--- config.mk ---
export PLATFORM = sky130hd
export DESIGN_NAME = peripheral_dma_channel_pair
export DESIGN_NICKNAME = d
export VERILOG_FILES = /design/src/rtl/dma_pkg.sv /design/src/rtl/peripheral_dma_channel_pair.sv
export SDC_FILE = /design/constraint.sdc
export NUM_CORES = 1
export LEC_CHECK = 0
export BUFFER_PORTS_ARGS = -buffer_cell sky130_fd_sc_hd__buf_4
export CAP_MARGIN = 20
export CORE_MARGIN = 1.5
export CORE_UTILIZATION = 53
export DETAILED_ROUTE_END_ITERATION = 16
export PLACE_DENSITY_LB_ADDON = 0.15
export SYNTH_ARGS = -nofsm -noshare
export SYNTH_HDL_FRONTEND = slang
export SYNTH_SLANG_ARGS = --single-unit
--- constraint.sdc ---
create_clock -name mclk -period 14.6 [get_ports mclk]
set_input_delay 2.92 -clock mclk [delete_from_list [all_inputs] [get_ports mclk]]
set_output_delay 2.92 -clock mclk [all_outputs]
set_load 0.02 [all_outputs]
--- src/rtl/dma_pkg.sv ---
// Shared constants and carriers for the peripheral DMA channel pair.
// Assumes a 12-bit peripheral-local APB address and a 32-bit system bus.
package dma_pkg;

  // APB address width inside the served peripheral's space
  localparam int unsigned APB_AW = 12;
  localparam int unsigned DATA_W = 32;

  // Register offsets (byte addresses)
  localparam logic [11:0] OFS_RX_PTR = 12'h100;
  localparam logic [11:0] OFS_RX_CNT = 12'h104;
  localparam logic [11:0] OFS_TX_PTR = 12'h108;
  localparam logic [11:0] OFS_TX_CNT = 12'h10C;
  localparam logic [11:0] OFS_RX_NPTR = 12'h110;
  localparam logic [11:0] OFS_RX_NCNT = 12'h114;
  localparam logic [11:0] OFS_TX_NPTR = 12'h118;
  localparam logic [11:0] OFS_TX_NCNT = 12'h11C;
  localparam logic [11:0] OFS_CTL = 12'h120;
  localparam logic [11:0] OFS_STATE = 12'h124;

  // Pointer/counter slot decode: bit 2 picks counter, bits 4:3 pick the slot
  localparam int unsigned KIND_BIT = 2;
  localparam int unsigned SLOT_LSB = 3;
  localparam int unsigned SLOT_MSB = 4;
  localparam logic [1:0] SLOT_RX_CUR = 2'h0;
  localparam logic [1:0] SLOT_TX_CUR = 2'h1;
  localparam logic [1:0] SLOT_RX_NXT = 2'h2;
  localparam logic [1:0] SLOT_TX_NXT = 2'h3;
  localparam int unsigned SLOT_NUM = 4;

  // Control register command bits
  localparam int unsigned CTL_RX_ON = 0;
  localparam int unsigned CTL_RX_OFF = 1;
  localparam int unsigned CTL_TX_ON = 8;
  localparam int unsigned CTL_TX_OFF = 9;

  // State register bits
  localparam int unsigned STS_RX_EN = 0;
  localparam int unsigned STS_TX_EN = 8;
  localparam int unsigned STS_END_RX = 16;
  localparam int unsigned STS_END_TX = 17;
  localparam int unsigned STS_RX_FULL = 18;
  localparam int unsigned STS_TX_EMPTY = 19;

  // Pointer increments per unit
  localparam logic [31:0] STEP_BYTE = 32'h0000_0001;
  localparam logic [31:0] STEP_HALF = 32'h0000_0002;
  localparam logic [31:0] STEP_WORD = 32'h0000_0004;
  localparam logic [31:0] RESET_WORD = 32'h0000_0000;

  typedef enum logic [1:0] {UNIT_BYTE, UNIT_HALF, UNIT_WORD} unit_type;

  // Request to the bus matrix, held until granted
  typedef struct packed {
    logic valid;
    logic write;
    unit_type size;
    logic [31:0] addr;
    logic [31:0] wdata;
  } mem_req_type;

  // Operating mode supplied by the served peripheral
  typedef struct packed {
    logic half_duplex;
    logic half_tx;
    unit_type size;
  } served_peripheral_prefix_mode_type;

  // Flags returned to the served peripheral
  typedef struct packed {
    logic end_rx;
    logic end_tx;
    logic rx_full;
    logic tx_empty;
  } flags_type;

endpackage : dma_pkg

--- src/rtl/peripheral_dma_channel_pair.sv ---
// DMA channel pair serving one serial peripheral: APB register file,
// receive and transmit engines with current/next buffer chaining.
// Assumes rx_ready/tx_ready and mode come from logic on mclk, and that the
// bus matrix holds mem_grant high one cycle when it performs the access.
// Counters are CNT_W bits wide and read back zero-extended to a full word.
// Only one unit is in flight at a time, so receive and transmit never overlap.
//
// Added by the designer: the APB slave port.
`timescale 1ns/1ps
`default_nettype none

module peripheral_dma_channel_pair #(
  parameter int unsigned CNT_W = 16
) (
  input wire logic mclk,
  input wire logic rst,
  input wire logic psel,
  input wire logic penable,
  input wire logic pwrite,
  input wire logic [dma_pkg::APB_AW-1:0] paddr,
  input wire logic [dma_pkg::DATA_W-1:0] pwdata,
  output logic [dma_pkg::DATA_W-1:0] prdata,
  output logic pready,
  output logic pslverr,
  input wire dma_pkg::served_peripheral_prefix_mode_type mode,
  input wire logic rx_ready,
  input wire logic [dma_pkg::DATA_W-1:0] rx_hold_data,
  output logic rx_hold_take,
  input wire logic tx_ready,
  output logic [dma_pkg::DATA_W-1:0] tx_hold_data,
  output logic tx_hold_load,
  output dma_pkg::flags_type flags,
  output dma_pkg::mem_req_type mem_req,
  input wire logic mem_grant,
  input wire logic [dma_pkg::DATA_W-1:0] mem_rdata
);
  import dma_pkg::*;

  localparam logic [CNT_W-1:0] CNT_ONE = CNT_W'(1);
  localparam logic [CNT_W-1:0] CNT_ZERO = CNT_W'(0);

  typedef enum logic [1:0] {ST_IDLE, ST_RX_STORE, ST_TX_FETCH} engine_type;

  // Storage slot for an address; half duplex folds transmit onto receive
  // so both views of a shared register reach the same flip-flops
  function automatic logic [1:0] reg_slot(input logic [APB_AW-1:0] a, input logic hd);
    logic [1:0] s;
    s = a[SLOT_MSB:SLOT_LSB];
    if (hd) begin
      s[0] = 1'b0;
    end
    return s;
  endfunction : reg_slot

  // Pointer increment for a unit size
  // An unused size code steps like a byte rather than stalling the pointer
  function automatic logic [31:0] unit_step(input unit_type u);
    logic [31:0] st;
    st = STEP_BYTE;
    case (u)
      UNIT_BYTE: st = STEP_BYTE;
      UNIT_HALF: st = STEP_HALF;
      UNIT_WORD: st = STEP_WORD;
      default: st = STEP_BYTE;
    endcase
    return st;
  endfunction : unit_step

  logic [31:0] ptr_q [SLOT_NUM];
  logic [CNT_W-1:0] cnt_q [SLOT_NUM];
  logic rx_en_q;
  logic tx_en_q;
  logic pready_q;
  logic pslverr_q;
  logic [31:0] prdata_q;
  engine_type state_q;
  logic [1:0] cur_q;
  logic [1:0] nxt_q;
  unit_type unit_q;
  mem_req_type mem_req_q;
  logic rx_take_q;
  logic tx_load_q;
  logic [31:0] tx_data_q;
  flags_type flags_q;

  logic setup;
  logic access;
  logic slot_hit;
  logic mapped;
  logic reg_wr;
  logic ctl_wr;
  logic [1:0] wr_slot;
  logic wr_cnt_nz;
  logic clr_rx_end;
  logic clr_tx_side;
  logic [31:0] rd_value;
  logic hd;
  logic [1:0] rx_cur;
  logic [1:0] rx_nxt;
  logic [1:0] tx_cur;
  logic [1:0] tx_nxt;
  logic rx_go;
  logic tx_go;
  logic unit_done;
  logic reach_zero;
  logic stop_now;
  logic done_rx;
  logic done_tx;

  // APB phase and address decode
  // Writes land only in the access phase, so a refused setup changes nothing
  assign setup = psel & ~penable;
  assign access = psel & penable & pready_q;
  assign slot_hit = (paddr >= OFS_RX_PTR) && (paddr <= OFS_TX_NCNT);
  assign mapped = (slot_hit || paddr == OFS_CTL || paddr == OFS_STATE) && (paddr[1:0] == 2'h0);
  assign hd = mode.half_duplex;
  assign wr_slot = reg_slot(paddr, hd);
  assign reg_wr = access & pwrite & ~pslverr_q & slot_hit;
  assign ctl_wr = access & pwrite & ~pslverr_q & (paddr == OFS_CTL);
  assign wr_cnt_nz = reg_wr & paddr[KIND_BIT] & (pwdata[CNT_W-1:0] != CNT_ZERO);
  // Nonzero count writes: receive side clears receive end, transmit side the rest
  assign clr_rx_end = wr_cnt_nz & (hd | ~paddr[SLOT_LSB]);
  assign clr_tx_side = wr_cnt_nz & (hd | paddr[SLOT_LSB]);

  // Register read mux
  // The control register is write-only and reads back as zero
  always_comb begin
    rd_value = RESET_WORD;
    if (slot_hit) begin
      if (paddr[KIND_BIT]) begin
        rd_value = {{(32-CNT_W){1'b0}}, cnt_q[wr_slot]};
      end else begin
        rd_value = ptr_q[wr_slot];
      end
    end else if (paddr == OFS_STATE) begin
      rd_value[STS_RX_EN] = rx_en_q;
      rd_value[STS_TX_EN] = tx_en_q;
      rd_value[STS_END_RX] = flags_q.end_rx;
      rd_value[STS_END_TX] = flags_q.end_tx;
      rd_value[STS_RX_FULL] = flags_q.rx_full;
      rd_value[STS_TX_EMPTY] = flags_q.tx_empty;
    end
  end

  // APB answer: ready in the access phase, error on unmapped addresses
  // Read data is zero outside the answer cycle to keep the bus quiet
  always_ff @(posedge mclk or posedge rst) begin
    if (rst) begin
      pready_q <= 1'b0;
      pslverr_q <= 1'b0;
      prdata_q <= RESET_WORD;
    end else begin
      pready_q <= setup;
      pslverr_q <= setup & ~mapped;
      prdata_q <= (setup & ~pwrite) ? rd_value : RESET_WORD;
    end
  end

  // Channel enables; disable beats enable in the same write
  // A unit already in flight finishes even if its channel is switched off
  always_ff @(posedge mclk or posedge rst) begin
    if (rst) begin
      rx_en_q <= 1'b0;
      tx_en_q <= 1'b0;
    end else if (ctl_wr) begin
      if (pwdata[CTL_RX_OFF]) begin
        rx_en_q <= 1'b0;
      end else if (pwdata[CTL_RX_ON]) begin
        rx_en_q <= 1'b1;
      end
      if (pwdata[CTL_TX_OFF]) begin
        tx_en_q <= 1'b0;
      end else if (pwdata[CTL_TX_ON]) begin
        tx_en_q <= 1'b1;
      end
    end
  end

  // Slots each direction works on; half duplex shares the receive pair
  // The peripheral's mode then decides which direction may run
  assign rx_cur = SLOT_RX_CUR;
  assign rx_nxt = SLOT_RX_NXT;
  assign tx_cur = hd ? SLOT_RX_CUR : SLOT_TX_CUR;
  assign tx_nxt = hd ? SLOT_RX_NXT : SLOT_TX_NXT;

  // Start conditions: enabled, ready and a nonzero current count
  // Receive is tested first so incoming data is never overrun by transmit
  assign rx_go = rx_en_q & rx_ready & (cnt_q[rx_cur] != CNT_ZERO) & (~hd | ~mode.half_tx);
  assign tx_go = tx_en_q & tx_ready & (cnt_q[tx_cur] != CNT_ZERO) & (~hd | mode.half_tx);

  // Unit completion and end-of-buffer detection
  // A count of one at the grant edge means this unit empties the buffer
  assign unit_done = (state_q != ST_IDLE) & mem_grant;
  assign reach_zero = unit_done & (cnt_q[cur_q] == CNT_ONE);
  assign stop_now = reach_zero & (cnt_q[nxt_q] == CNT_ZERO);
  assign done_rx = state_q == ST_RX_STORE;
  assign done_tx = state_q == ST_TX_FETCH;

  // Transfer engine: one unit at a time, receive served first
  // The request is frozen until granted, so pointer writes apply to the next unit
  always_ff @(posedge mclk or posedge rst) begin
    if (rst) begin
      state_q <= ST_IDLE;
      cur_q <= SLOT_RX_CUR;
      nxt_q <= SLOT_RX_NXT;
      unit_q <= UNIT_BYTE;
      mem_req_q <= '0;
      rx_take_q <= 1'b0;
    end else begin
      rx_take_q <= 1'b0;
      unique case (state_q)
        ST_IDLE: begin
          unit_q <= mode.size;
          if (rx_go) begin
            rx_take_q <= 1'b1;
            cur_q <= rx_cur;
            nxt_q <= rx_nxt;
            mem_req_q.valid <= 1'b1;
            mem_req_q.write <= 1'b1;
            mem_req_q.size <= mode.size;
            mem_req_q.addr <= ptr_q[rx_cur];
            mem_req_q.wdata <= rx_hold_data;
            state_q <= ST_RX_STORE;
          end else if (tx_go) begin
            cur_q <= tx_cur;
            nxt_q <= tx_nxt;
            mem_req_q.valid <= 1'b1;
            mem_req_q.write <= 1'b0;
            mem_req_q.size <= mode.size;
            mem_req_q.addr <= ptr_q[tx_cur];
            state_q <= ST_TX_FETCH;
          end
        end
        ST_RX_STORE, ST_TX_FETCH: begin
          if (mem_grant) begin
            mem_req_q.valid <= 1'b0;
            state_q <= ST_IDLE;
          end
        end
        default: begin
          mem_req_q.valid <= 1'b0;
          state_q <= ST_IDLE;
        end
      endcase
    end
  end

  // Transmit holding register load from fetched memory data
  // Read data only stands in the grant cycle, so it is captured there
  always_ff @(posedge mclk or posedge rst) begin
    if (rst) begin
      tx_load_q <= 1'b0;
      tx_data_q <= RESET_WORD;
    end else begin
      tx_load_q <= unit_done & done_tx;
      if (unit_done & done_tx) begin
        tx_data_q <= mem_rdata;
      end
    end
  end

  // Pointer and counter storage; a software write wins over the engine
  // Chaining and stepping both key off the grant edge of the unit in flight
  always_ff @(posedge mclk or posedge rst) begin
    if (rst) begin
      for (int i = 0; i < SLOT_NUM; i++) begin
        ptr_q[i] <= RESET_WORD;
        cnt_q[i] <= CNT_ZERO;
      end
    end else begin
      if (unit_done) begin
        if (reach_zero && cnt_q[nxt_q] != CNT_ZERO) begin
          ptr_q[cur_q] <= ptr_q[nxt_q];
          cnt_q[cur_q] <= cnt_q[nxt_q];
          ptr_q[nxt_q] <= RESET_WORD;
          cnt_q[nxt_q] <= CNT_ZERO;
        end else begin
          ptr_q[cur_q] <= ptr_q[cur_q] + unit_step(unit_q);
          if (cnt_q[cur_q] != CNT_ZERO) begin
            cnt_q[cur_q] <= cnt_q[cur_q] - CNT_ONE;
          end
        end
      end
      if (reg_wr) begin
        if (paddr[KIND_BIT]) begin
          cnt_q[wr_slot] <= pwdata[CNT_W-1:0];
        end else begin
          ptr_q[wr_slot] <= pwdata;
        end
      end
    end
  end

  // Completion flags; a set in the same cycle as a clear wins
  // Receive full clears on transmit count writes, matching the documented map
  always_ff @(posedge mclk or posedge rst) begin
    if (rst) begin
      flags_q <= '0;
    end else begin
      flags_q.end_rx <= (reach_zero & done_rx) | (flags_q.end_rx & ~clr_rx_end);
      flags_q.end_tx <= (reach_zero & done_tx) | (flags_q.end_tx & ~clr_tx_side);
      flags_q.rx_full <= (stop_now & done_rx) | (flags_q.rx_full & ~clr_tx_side);
      flags_q.tx_empty <= (stop_now & done_tx) | (flags_q.tx_empty & ~clr_tx_side);
    end
  end

  // Outputs straight from flip-flops
  // No logic sits between these registers and the pins
  assign prdata = prdata_q;
  assign pready = pready_q;
  assign pslverr = pslverr_q;
  assign rx_hold_take = rx_take_q;
  assign tx_hold_data = tx_data_q;
  assign tx_hold_load = tx_load_q;
  assign flags = flags_q;
  assign mem_req = mem_req_q;

endmodule : peripheral_dma_channel_pair

`default_nettype wire

==> reports/metrics.cfg <==
[critical_path]
critPathSlowestCell=buf_4
max_stage_delay_ns=0.73
startpoint_type=input port
critical_path.endpoint_type=register
worstPathRequired_ns=15.03
path_max_fanout=41
cp_top_family=buffers and inverters
crit_type=in -> reg
cpMostUsedCell=buf_4
cp.arrival_ns=5.90
path_depth=9
critPathBufInv=4
cp_cell_sequence=buf_4, nor2b_4, buf_4, nand2b_1, nor4_2, buf_4, nor2_1, buf_4, a221oi_2
reg2reg_slack_ns=9.98
reg2reg_depth=7

[global_route]
grt_max_degree=120
antenna_found_initial=0
grt_pass1_wl_um=95010
grt_usage_pct=34.59
grt_pass1_vias=15900
grt_overflow=0

[timing]
period_share_pct=37.42
fin_skew_ns=0.02408
tns_ns=0
setup_viol=0
worst_pin_slew_ns=1.185
fin_ws_ns=9.137
slew_viol_final=0
relSlewSlack_pct=20.79
period_minus_slack_ns=5.463
hold_viol_final=0
grt_setup_unrepaired=false
fmax_mhz=183.0

[layout]
most-common-layout-cells=338 x dfrtp_1, 297 x buf_4, 129 x nand2_1, 119 x o21ai_0, 105 x a22o_1
multi_input_area_sq_um=9186
fin_area_sq_um=21760
drive_gt1_share_pct=25.78
area_growth_pct=18.99
seqCellArea_sq_um=8487
antenna_cells=0
nNetsFinal=2083
layout_commonest_cell=dfrtp_1
fill_cells=2734

[cts]
clock_sinks=339
clk_pin_slew_ns=0.06
post_cts_buffers=0
cts.repair.resized=0
h-tree-depth=2
cts_tree=done
clockBufferDepth=3
clock_latency_ns=0.54
hold_buffers=0
cts_inserted_buffers=37
root_buffer=clkbuf_16

[synthesis]
ys.flop_type=dfrtp_1
yosysTopAreaCellShare_pct=46.39
synth_edf_count=0
synthArstFlopShare_pct=100.0
ys_seq_area_share_pct=46.39
synth.cell_area_sq_um=18290
avgSynthCellArea_sq_um=10.32
synth_top_area_cell=dfrtp_1
yosysWarnings=0
syn_inst=1772
synth_seq_cells=339
synth.net_count=1903
synth_cell_type_count=86
synthTopCellsByArea=dfrtp_1 46%, a22o_1 5.0%, mux4_2 4.8%, mux2_2 4.7%, mux2i_1 3.3%

[die]
coreArea_sq_um=33780
initial_core_util_pct=54.13
die_h_um=188.8
core.rowCount=67
die_area_sq_um=35630
ios=260
die_w_um=188.8

[drt]
routed_wl_um=61950
drt_pass1_iterations=6
viasPerCell=6.782
drc_errors=0
detail-route-antenna-nets=0
wire_per_inst_um=25.54
vias=16450
drt-initial-drc-count=2015

[placed_design]
place_worst_setup_slack_ns=8.666
gp_congestion=0.9871
dp_hpwl_um=41200
place_area_sq_um=20520
io_buffers=259

[power]
power_density_nw_per_um2=94.84
vdd_drop_max_mv=0.08687
power.leakage_nw=9.927

[outcome]
outcome=completed

[min_path]
hold_path_depth=2
hold_class=reg -> reg

[run]
maxCapViolations=0

## final timing paths
path,to,from
max,ptr_q[78]$_DFF_PP0_,mode[3]
min,mem_req[43]$_DFFE_PP0P_,mem_req[43]$_DFFE_PP0P_
max reg2reg,cnt_q[6]$_DFF_PP0_,nxt_q[0]$_DFFE_PP0P_
min reg2reg,mem_req[43]$_DFFE_PP0P_,mem_req[43]$_DFFE_PP0P_
max in group asynchronous,nxt_q[0]$_DFFE_PP0P_,rst
min in group asynchronous,tx_hold_data[18]$_DFFE_PP0P_,rst
## tightest hold or removal path: stages (launching register included)
cell and delay (ns):
dfrtp_1 0.34, nand2_1 0.05, o21ai_0 0.06
## where the power goes
group          switching, mW  total [mW]  internal [mW]  leakage (nW)
Clock                  0.383       0.952          0.568         0.605
Combinational         0.0905       0.149         0.0589          4.74
Sequential            0.0143       0.963          0.949          4.58
## cell type report
| cell class | count | area share (%) |
|---|---|---|
| multi-input combinational | 1262 | 42.21 |
| tap | 448 | 2.576 |
| timing repair buffer | 297 | 10.25 |
| clock inverter | 9 | 0.6727 |
| clock buffer | 56 | 4.997 |
| inverter | 15 | 0.2932 |
| sequential | 339 | 39.00 |
## cell families after synthesis
kind of cell	after synthesis	synth area share (%)
DFF	339	46.39
adders and majority gates	11	0.7937
xor gates and xnor gates	15	0.7184
buffers and inverters	171	3.913
AOI/OAI and AO/OA	527	20.09
muxes	177	12.90
and+or+nand+nor	532	15.19
## through the flow
| step | util [%] | instances | total power [mW] | hold WS [ns] |
|---|---|---|---|---|
| floorplan | - | 1772 | 1.059 | 0.4744 |
| global placement | 60.74 | 2360 | 1.124 | 0.4599 |
| detailed placement | 60.74 | 2360 | 1.126 | 0.4710 |
| CTS | 64.39 | 2425 | 2.075 | 0.4847 |
| global route | 64.41 | 2426 | 2.127 | 0.5019 |
| finish | 64.41 | 2426 | 2.064 | 0.4777 |
## per-layer routing
| metal | wire (um) | up-vias | track usage [%] | part of all wire, % |
|---|---|---|---|---|
| met4 | 3058 | 0 | 16.54 | 4.9 |
| met2 | 27640 | 1166 | 52.23 | 45 |
| met3 | 7526 | 205 | 8.549 | 12 |
| met1 | 23730 | 7980 | 46.83 | 38 |
| met5 | 0 | - | 0 | 0 |
| li1 | - | 7102 | - | - |
## flip-flops by register name (all words and copies together) (netlist names), 2 cells and up
register and flops:
ptr_q 128, tx_hold_data 32, flags 4, state_q 2
unit_q 2, cnt_q 64, prdata 32, mem_req 68
## cell usage after synthesis (all sizes together), types with 11 or more instances
master	instances
nand2	129
o31ai	19
o211ai	11
o22ai	33
a21oi	69
a221oi	24
mux2	77
nand3	60
mux2i	61
nor3	34
and3	31
clkbuf	106
inv	15
nand3b	12
nor2	104
a211oi	17
or3	30
nand4	14
nand2b	11
a31oi	39
a22o	105
nor4	38
dfrtp	339
and2	23
or4	11
o21ai	137
buf	50
mux4	39
No activity file was read; power rests on OpenSTA's default activity.
